**src/hw/memk_pkg.sv**
```systemverilog
// Package with register map, field positions and carrier types for the event mask logic.
package memk_pkg;

  // Register word indices.
  localparam logic [11:0] MEMK_INT_EN2_ADDR = 12'h406;
  localparam logic [11:0] MEMK_EVT_EN_ADDR = 12'h407;

  // Second interrupt-enable register fields.
  localparam int MEMK_IE_ZXTO_A = 6;
  localparam int MEMK_IE_FREACT_NL = 4;
  localparam int MEMK_IE_APP_NL = 2;
  localparam int MEMK_IE_REACT_NL = 1;
  localparam int MEMK_IE_ACT_NL = 0;
  localparam logic [31:0] MEMK_INT_EN2_WMASK = 32'h0000_0057;
  localparam logic [31:0] MEMK_INT_EN2_RESET = 32'h0000_0000;

  // Event-pin enable register fields.
  localparam int MEMK_EV_WAVE_RDY = 16;
  localparam int MEMK_EV_FREACT_NL = 14;
  localparam int MEMK_EV_APP_NL = 12;
  localparam int MEMK_EV_REACT_NL = 11;
  localparam int MEMK_EV_ACT_NL = 10;
  localparam int MEMK_EV_PULSE_LO = 6;
  localparam logic [31:0] MEMK_EVT_EN_WMASK = 32'h0001_5FC0;
  localparam logic [31:0] MEMK_EVT_EN_RESET = 32'h0000_0000;

  localparam int MEMK_NUM_PULSE = 4;

  // No-load state of each phase for each energy kind, bit 0 is phase A.
  typedef struct packed {
    logic [2:0] freact;
    logic [2:0] app;
    logic [2:0] react;
    logic [2:0] act;
  } memk_noload_t;

  // Register access request.
  typedef struct packed {
    logic wr;
    logic rd;
    logic [11:0] addr;
    logic [31:0] wdata;
  } memk_reg_req_t;

endpackage : memk_pkg

```
**src/hw/memk_event_mask.sv**
```systemverilog
// Interrupt and event-pin mask logic of the metering front end.
// Behaviour
// - With interrupt-enable bit 6 set, a missing Phase A zero crossing raises the interrupt.
// - Interrupt-enable bits 4, 2, 1, 0 interrupt when any phase enters or leaves no load.
// - With event bit 16 set, the event pin goes low when new waveform samples are ready.
// - With event bit 14 set, the pin goes low while any fundamental reactive phase is no load.
// - Event bits 12, 11, 10 drive the pin low for apparent, reactive, active no load.
// - Event bits 9 to 6 drive the pin low if the last pulse on outputs 4 to 1 was negative.
// - Each negative indication is refreshed only on the falling edge of its pulse output.
`timescale 1ns/100ps
module memk_event_mask
  import memk_pkg::*;
(
  // Clock and reset
  input wire logic I_CLK,
  input wire logic I_SYS_RST,
  // Register access
  input wire memk_reg_req_t I_REG_REQ,
  output logic [31:0] O_REG_RDATA,
  // Metering conditions
  input wire logic I_ZX_TIMEOUT_A,
  input wire logic I_WAVE_READY,
  input wire memk_noload_t I_NOLOAD,
  input wire logic [MEMK_NUM_PULSE-1:0] I_PULSE_OUT,
  input wire logic [MEMK_NUM_PULSE-1:0] I_PULSE_NEGATIVE,
  // Outputs to the host
  output logic O_IRQ_N,
  output logic O_EVENT_N
);

  logic [31:0] int_en_q;
  logic [31:0] int_en_d;
  logic [31:0] evt_en_q;
  logic [31:0] evt_en_d;
  logic [31:0] rdata_q;
  logic [31:0] rdata_d;
  memk_noload_t noload_q;
  logic irq_q;
  logic irq_d;
  logic event_q;
  logic event_d;
  logic [3:0] nl_any;
  logic [3:0] nl_change;
  logic [MEMK_NUM_PULSE-1:0] pulse_neg;

  // Register file: reserved bits are never stored, so they read as zero.
  always_comb begin
    int_en_d = int_en_q;
    evt_en_d = evt_en_q;
    rdata_d = rdata_q;
    if (I_REG_REQ.wr && I_REG_REQ.addr == MEMK_INT_EN2_ADDR) begin
      int_en_d = I_REG_REQ.wdata & MEMK_INT_EN2_WMASK;
    end
    if (I_REG_REQ.wr && I_REG_REQ.addr == MEMK_EVT_EN_ADDR) begin
      evt_en_d = I_REG_REQ.wdata & MEMK_EVT_EN_WMASK;
    end
    if (I_REG_REQ.rd) begin
      if (I_REG_REQ.addr == MEMK_INT_EN2_ADDR) begin
        rdata_d = int_en_q;
      end else if (I_REG_REQ.addr == MEMK_EVT_EN_ADDR) begin
        rdata_d = evt_en_q;
      end else begin
        rdata_d = 32'h0000_0000;
      end
    end
  end

  always_ff @(posedge I_CLK) begin
    if (I_SYS_RST) begin
      int_en_q <= MEMK_INT_EN2_RESET;
      evt_en_q <= MEMK_EVT_EN_RESET;
      rdata_q <= 32'h0000_0000;
    end else begin
      int_en_q <= int_en_d;
      evt_en_q <= evt_en_d;
      rdata_q <= rdata_d;
    end
  end

  assign O_REG_RDATA = rdata_q;

  // Per-output sign holders.
  genvar g;
  generate
    for (g = 0; g < MEMK_NUM_PULSE; g++) begin : g_pulse
      memk_pulse_sign u_sign (
        .i_clk(I_CLK),
        .i_rst(I_SYS_RST),
        .i_pulse(I_PULSE_OUT[g]),
        .i_negative(I_PULSE_NEGATIVE[g]),
        .o_negative(pulse_neg[g])
      );
    end
  endgenerate

  // Any-phase summaries, order: fundamental reactive, apparent, reactive, active.
  assign nl_any = {|I_NOLOAD.freact, |I_NOLOAD.app, |I_NOLOAD.react, |I_NOLOAD.act};
  // A change on any single phase counts, even if another phase keeps the summary level.
  assign nl_change = {|(I_NOLOAD.freact ^ noload_q.freact), |(I_NOLOAD.app ^ noload_q.app),
                      |(I_NOLOAD.react ^ noload_q.react), |(I_NOLOAD.act ^ noload_q.act)};

  // Interrupt is a one-cycle low pulse per entry or exit; the timeout asserts while it holds.
  always_comb begin
    irq_d = 1'b0;
    if (int_en_q[MEMK_IE_ZXTO_A] && I_ZX_TIMEOUT_A) begin
      irq_d = 1'b1;
    end
    if ((int_en_q[MEMK_IE_FREACT_NL] && nl_change[3]) ||
        (int_en_q[MEMK_IE_APP_NL] && nl_change[2]) ||
        (int_en_q[MEMK_IE_REACT_NL] && nl_change[1]) ||
        (int_en_q[MEMK_IE_ACT_NL] && nl_change[0])) begin
      irq_d = 1'b1;
    end
  end

  // Event pin follows the enabled conditions as levels.
  always_comb begin
    event_d = 1'b0;
    if (evt_en_q[MEMK_EV_WAVE_RDY] && I_WAVE_READY) begin
      event_d = 1'b1;
    end
    if (evt_en_q[MEMK_EV_FREACT_NL] && nl_any[3]) begin
      event_d = 1'b1;
    end
    if ((evt_en_q[MEMK_EV_APP_NL] && nl_any[2]) ||
        (evt_en_q[MEMK_EV_REACT_NL] && nl_any[1]) ||
        (evt_en_q[MEMK_EV_ACT_NL] && nl_any[0])) begin
      event_d = 1'b1;
    end
    if (|(evt_en_q[MEMK_EV_PULSE_LO +: MEMK_NUM_PULSE] & pulse_neg)) begin
      event_d = 1'b1;
    end
  end

  always_ff @(posedge I_CLK) begin
    if (I_SYS_RST) begin
      noload_q <= '0;
      irq_q <= 1'b0;
      event_q <= 1'b0;
    end else begin
      noload_q <= I_NOLOAD;
      irq_q <= irq_d;
      event_q <= event_d;
    end
  end

  assign O_IRQ_N = ~irq_q;
  assign O_EVENT_N = ~event_q;

endmodule : memk_event_mask

```
**src/hw/memk_pulse_sign.sv**
```systemverilog
// Per-pulse-output negative-energy indication, refreshed on each falling edge of the output.
`timescale 1ns/100ps
module memk_pulse_sign
  import memk_pkg::*;
(
  // Clock and reset
  input wire logic i_clk,
  input wire logic i_rst,
  // Pulse output and sign of the energy behind it
  input wire logic i_pulse,
  input wire logic i_negative,
  // Held indication
  output logic o_negative
);

  logic pulse_q;
  logic pulse_d;
  logic neg_q;
  logic neg_d;

  always_comb begin
    pulse_d = i_pulse;
    neg_d = neg_q;
    // Only a high-to-low edge samples the sign; otherwise the last value holds.
    if (pulse_q && !i_pulse) begin
      neg_d = i_negative;
    end
  end

  always_ff @(posedge i_clk) begin
    if (i_rst) begin
      pulse_q <= 1'b0;
      neg_q <= 1'b0;
    end else begin
      pulse_q <= pulse_d;
      neg_q <= neg_d;
    end
  end

  assign o_negative = neg_q;

endmodule : memk_pulse_sign

```
**config.mk**
```make
export PLATFORM = sky130hd
export DESIGN_NAME = memk_event_mask
export DESIGN_NICKNAME = d
export VERILOG_FILES = /design/src/hw/memk_pkg.sv /design/src/hw/memk_event_mask.sv /design/src/hw/memk_pulse_sign.sv
export SDC_FILE = /design/constraint.sdc
export NUM_CORES = 1
export LEC_CHECK = 0
export ABC_AREA = 1
export BUFFER_PORTS_ARGS = -buffer_cell sky130_fd_sc_hd__buf_2
export CELL_PAD_IN_SITES_DETAIL_PLACEMENT = 1
export CELL_PAD_IN_SITES_GLOBAL_PLACEMENT = 2
export CORE_MARGIN = 2
export CORE_UTILIZATION = 24
export DETAILED_ROUTE_END_ITERATION = 10
export PLACE_DENSITY_LB_ADDON = 0.1
export SLEW_MARGIN = 20
export SYNTH_ARGS = -nofsm -noshare
export SYNTH_HDL_FRONTEND = slang
export SYNTH_HIERARCHICAL = 1
export SYNTH_SLANG_ARGS = --single-unit
```
**constraint.sdc**
```tcl
create_clock -name I_CLK -period 1.6 [get_ports I_CLK]
set_clock_uncertainty 0.2 [all_clocks]
set_input_delay 0.16 -clock I_CLK [delete_from_list [all_inputs] [get_ports I_CLK]]
set_output_delay 0.16 -clock I_CLK [all_outputs]
set_load 0.01 [all_outputs]
```
==> results of run 1 <==
[worst max-delay path, delay by kind of cell]
kind | cells | cell delay (ns)
simple gates | 1 | 0.04
buf+inv | 4 | 1.26
[layout by cell type (no fill, tap or decap), types with 4 or more instances in the layout]
cell,n
nand3_1,8
nand3_2,5
xnor2_1,6
nor2_1,57
conb_1,19
inv_1,45
dlygate4sd3_1,37
clkbuf_8,5
nand4_1,8
buf_2,65
a21oi_1,17
inv_2,4
nand2_1,78
o21ai_0,5
buf_4,5
dfxtp_1,49
[flip-flops by register name (all words and copies together) (netlist names)]
| name | count |
|---|---|
| O_REG_RDATA | 13 |
| int_en_q | 5 |
| noload_q | 12 |
| g_pulse.u_sign/o_negative | 4 |
| irq_q | 1 |
| event_q | 1 |
| evt_en_q | 9 |
| g_pulse.u_sign/pulse_q | 4 |
[cell families (layout without fill, tap and decap cells)]
family / count (synthesis) / in the layout / share of synthesized area (%)
compound gates: 24 / 24 / 5.43
xor+xnor: 6 / 6 / 2.30
buf+inv: 77 / 166 / 16.7
flops: 49 / 49 / 43.0
other cells: 1 / 19 / 0.164
simple gates: 167 / 167 / 32.5
[cell type report]
cell class	instances	share of cell area, %
multi-input cells	216	31.3
flip-flops and latches	49	31.1
repair buffers	108	23.9
inverters	50	5.95
well taps	129	5.11
clock buffers	7	2.42
clock inverters	1	0.238
[power groups by stage]
stage | Clock [mW] | Sequential, mW | Combinational [mW]
2_1_floorplan | 0 | 1.30 | 0.164
3_3_place_gp | 0 | 1.30 | 0.248
3_5_place_dp | 0 | 1.30 | 0.251
4_1_cts | 0.786 | 1.27 | 0.321
5_1_grt | 0.818 | 1.27 | 0.358
6_report | 0.733 | 1.27 | 0.316
[path summary, 6_finish.rpt]
kind / startpoint / end / slack, ns / cells past startpoint
max: I_PULSE_OUT[2] / g_pulse[2].u_sign/pulse_q / 0.13 / 5
min: I_SYS_RST / g_pulse[2].u_sign/o_negative / 0.03 / 4
max reg2reg: noload_q[1] / irq_q / 0.37 / 9
min reg2reg: O_REG_RDATA[7] / O_REG_RDATA[7] / 0.27 / 2
[per-layer routing]
metal / GRT usage, % / up-vias
met2: 22.4 / 54
met1: 14.2 / 989
met3: 2.28 / 5
li1: - / 1154
met5: 0 / -
met4: 3.43 / 0
[timing repair]
item / CTS / global route
setup endpoints to repair: 0 / 0
endpoints found under the hold margin: 35 / 0
hold buffers: 37 / 0
[per-stage QoR]
step,total power [mW],hold slack (ns),setup WS [ns],utilization (%)
floorplan,1.46,0.0324,0.399,-
global placement,1.54,0.182,0.146,29.2
detailed placement,1.55,0.189,0.129,29.2
CTS,2.38,0.0213,0.136,34.2
global route,2.45,0.0550,0.0380,34.2
finish,2.32,0.0298,0.127,34.2
==> flow_summary.yaml, run 1 <==
run_status:
  status: "complete, no violations"
clocking:
  insertion_delay_ns: 0.30
  cts_sinks: 49
  htreeDepth: 2
  postCtsSetupRepairBufs: 0
  clock_path_buffers: 2
  cts_made_buffers: 5
  cts-resized-gates: 0
  cts_tree: "yes"
  cts.clk_slew.worst_paths_ns: 0.09
  cts_root_buf: "clkbuf_8"
setup_path:
  cpMaxStageDelayCell: "dlygate4sd3_1"
  critical-path-top-cell-by-count: "dlygate4sd3_1"
  worstPathCellList: "dlygate4sd3_1, buf_2, inv_2, nor2_1, dlygate4sd3_1"
  crit_path_max_fanout: 3
  cp_slowest_stage_delay_ns: 0.55
  required_ns: 1.60
  critPathKind: "input pin to register"
  cp-start-kind: "input pin"
  critPathArrivalTime_ns: 1.47
  cp-end-kind: "register"
min_path:
  hold_class: "input pin to register"
floorplanning:
  io_pins: 104
  rows: 35
  die_area_sq_um: 10300
  die_width_um: 102
  start_util_pct: 24.7
  die_h_um: 102
  core_sq_um: 9240
route:
  drt_iter0_drc: 28
  routed.top_layer: "met4"
  first_pass_iters: 4
  wl_met2_um: 2950
  wl_per_cell_um: 10.8
  via_count: 2202
  vias_per_cell: 3.93
  wl_met1_um: 2790
  drc: 0
  route.final.wire_length_um: 6040
  antenna_left: 0
  route.met3.wl_um: 235
cells_and_area:
  fin_nets: 500
  fill_cells: 1173
  drive_gt1_share_pct: 21.3
  antenna_cells: 0
  fin_cells: 560
  multi_input_area_sq_um: 988
  area_delta_synth_final_pct: 38.3
  register_area_sq_um: 981
  stdcell_area_sq_um: 3160
synthesis:
  ys_types: 27
  synth-seq-cells: 49
  synthTopCellsByArea: "dfxtp_1, nand2_1, nor2_1, inv_1, buf_4"
  syn_avg_cell_area_sq_um: 7.04
  synthFlopType: "dfxtp_1"
  synth_top_area_share_pct: 43.0
  syn_area_sq_um: 2280
  yosysSeqAreaShare_pct: 43.0
  yosys_warnings: 6
  synth_edf_count: 0
  async_flop_share_pct: 0
  syn_inst: 324
  yosysTopAreaCell: "dfxtp_1"
  post-synth-top-count-cell: "nand2_1"
  synthTopCellsByCount: "nand2_1, nor2_1, dfxtp_1"
flow_run:
  cap_viol_max_count: 0
place:
  placed_cell_area_sq_um: 2700
  hpwl_um: 4470
  gp_congestion: 0.724
  dpl.cell_count: 515
  port-buffer-count: 65
timing:
  rsz0062_at_grt: "no"
  final_max_slew_viol_count: 0
  final_hold_viol_count: 0
  fin_crit_ns: 1.47
  tns_ns: 0
  setup_violations: 0
  timing.fmax_mhz: 679
  finalCritPeriodShare_pct: 92.0
power:
  p_per_area_nw_per_um2: 734
  p_int_mw: 1.72
  sw_frac_of_total_pct: 25.6
  ir_worst_vdd_mv: 0.316
  power_switching_mw: 0.594
  p_clk_share_pct: 31.6
  comb_power_share_pct: 13.6
  p_leak_nw: 1.56
  power_frac_seq_pct: 54.7
global_routing:
  grt_max_degree: 26
  grt_pass1_vias: 2219
  antenna_found_initial: 0
  grt_pass1_wl_um: 9820
  grt_usage_pct: 12.2
  overflow: 0
Note: power is estimated with default switching activity, not from simulation.
==> run 2: changes to the inputs <==
--- a/config.mk
+++ b/config.mk
@@ -7,12 +7,15 @@
 export LEC_CHECK = 0
 export ABC_AREA = 1
 export BUFFER_PORTS_ARGS = -buffer_cell sky130_fd_sc_hd__buf_2
+export CAP_MARGIN = 20
 export CELL_PAD_IN_SITES_DETAIL_PLACEMENT = 1
 export CELL_PAD_IN_SITES_GLOBAL_PLACEMENT = 2
 export CORE_MARGIN = 2
-export CORE_UTILIZATION = 24
+export CORE_UTILIZATION = 25
+export CTS_BUF_LIST = sky130_fd_sc_hd__clkbuf_2
 export DETAILED_ROUTE_END_ITERATION = 10
 export PLACE_DENSITY_LB_ADDON = 0.1
+export SETUP_SLACK_MARGIN = 0.1
 export SLEW_MARGIN = 20
 export SYNTH_ARGS = -nofsm -noshare
 export SYNTH_HDL_FRONTEND = slang
==> run 2 against run 1 <==
  * Core utilization is 4.7 points higher
  * Worst hold slack improved by 0.010 ns
  * Non-clock buffer count grew 29
  * Clock power is 29% lower
  * Routed wire length up 10%
  * Largest power group unchanged
  * Power decreased by 8.4%
  * Sequential share of layout area fell by 2.2 points
==> flow_summary.yaml, run 2 (synthesis results as in run 1) <==
run_status:
  status: "complete, no violations"
timing:
  final_max_slew_viol_count: 0
  final_hold_viol_count: 0
  rsz0062_at_grt: "yes"
  fin_crit_ns: 1.45
  finalCritPeriodShare_pct: 90.9
  setup_violations: 0
  finalHoldWorstSlack_ns: 0.0402
  timing.fmax_mhz: 687
  tns_ns: 0
clocking:
  insertion_delay_ns: 0.44
  clock_path_buffers: 2
  cts_made_buffers: 5
  cts_sinks: 49
  htreeDepth: 2
  cts_tree: "yes"
  cts.clk_slew.worst_paths_ns: 0.24
  cts_root_buf: "clkbuf_2"
place:
  port-buffer-count: 65
  gp_congestion: 0.721
  hpwl_um: 4410
  dpl.cell_count: 493
route:
  wl_per_cell_um: 11.7
  drc: 0
  first_pass_iters: 4
  antenna_left: 0
  drt_iter0_drc: 52
  route.final.wire_length_um: 6670
  via_count: 2353
  vias_per_cell: 4.12
global_routing:
  grt_pass1_vias: 2349
  overflow: 0
  grt_usage_pct: 13.1
  antenna_found_initial: 0
  grt_max_degree: 28
  grt_pass1_wl_um: 10400
cells_and_area:
  layout_common_cells: "nand2_1, buf_2, dlygate4sd3_1"
  drive_gt1_share_pct: 24.0
  antenna_cells: 0
  final_common_cell: "nand2_1"
  fin_nets: 532
  fin_cells: 571
  utilization_pct: 38.9
  area_delta_synth_final_pct: 50.0
  largest_reg_flops: 13
setup_path:
  cpMaxStageDelayCell: "dlygate4sd3_1"
  critical-path-top-cell-by-count: "nand2_1"
  critPathArrivalTime_ns: 1.63
  cp-start-kind: "register"
  crit_path_max_fanout: 3
  cp_slowest_stage_delay_ns: 0.54
  worstPathCellList: "inv_1, nand2_1, dlygate4sd3_1, nand2_1, nor2_1"
  cp-end-kind: "register"
  critPathKind: "register to register"
  required_ns: 1.78
power:
  p_per_area_nw_per_um2: 620
  ir_worst_vdd_mv: 0.249
  p_leak_nw: 1.73
floorplanning:
  core_sq_um: 8810
  die_area_sq_um: 9910
  rows: 34
  start_util_pct: 25.9
  die_h_um: 99.5
  io_pins: 104
  die_width_um: 99.5
min_path:
  hold_class: "input pin to register"
flow_run:
  cap_viol_max_count: 0
[run 2: power breakdown]
part	switching, mW	total, mW	internal [mW]	leakage (nW)
Combinational	0.164	0.330	0.166	1.29
Sequential	0.0163	1.27	1.26	0.403
Clock	0.417	0.519	0.102	0.0287
Total	0.597	2.12	1.53	1.73
[run 2: worst paths after layout]
path | start | endpoint | slack, ns | cells past startpoint
worst max-delay path | evt_en_q[6] | evt_en_q[6] | 0.15 | 5
worst min-delay path | I_REG_REQ[33] | O_REG_RDATA[6] | 0.04 | 6
worst max register to register | evt_en_q[6] | evt_en_q[6] | 0.15 | 5
worst min register to register | O_REG_RDATA[8] | O_REG_RDATA[8] | 0.28 | 2
[run 2: critical path, delay by kind of cell (launching register included)]
family | cells | cell delay [ns]
buffers and inverters | 2 | 0.60
flip-flops | 1 | 0.42
AND/OR/NAND/NOR | 3 | 0.20
[run 2: area by class of cell]
type / instances / area [sq um]
Clock buffer: 5 / 25.0
Clock inverter: 3 / 17.5
Fill cell: 1120 / 5380
Inverter: 50 / 188
Multi-Input combinational cell: 219 / 1040
Sequential cell: 49 / 987
Tap cell: 108 / 135
Timing Repair Buffer: 137 / 1030
[run 2: stage by stage]
step | power [mW] | worst slack [ns] | cell area [sq um]
3_3_place_gp | 1.54 | 0.127 | 2660
4_1_cts | 2.17 | 0.145 | 3290
3_5_place_dp | 1.54 | 0.0828 | 2660
2_1_floorplan | 1.46 | 0.399 | 2350
5_1_grt | 2.25 | 0.0582 | 3420
6_report | 2.12 | 0.145 | 3420
[run 2: what timing repair did]
| action | 4_1_cts | 5_1_grt |
|---|---|---|
| hold buffers | 59 | 0 |
| setup buffers | 0 | 8 |
| gates resized for setup | 0 | 10 |
| endpoints found under the setup margin | 0 | 14 |
| endpoints found under the hold margin | 49 | 0 |
[run 2: metal layers]
metal	global-route usage, %	share of wire (%)
met1	15.6	45
met2	23.8	50
met3	2.46	3.9
met4	4.00	1.5
met5	0	0
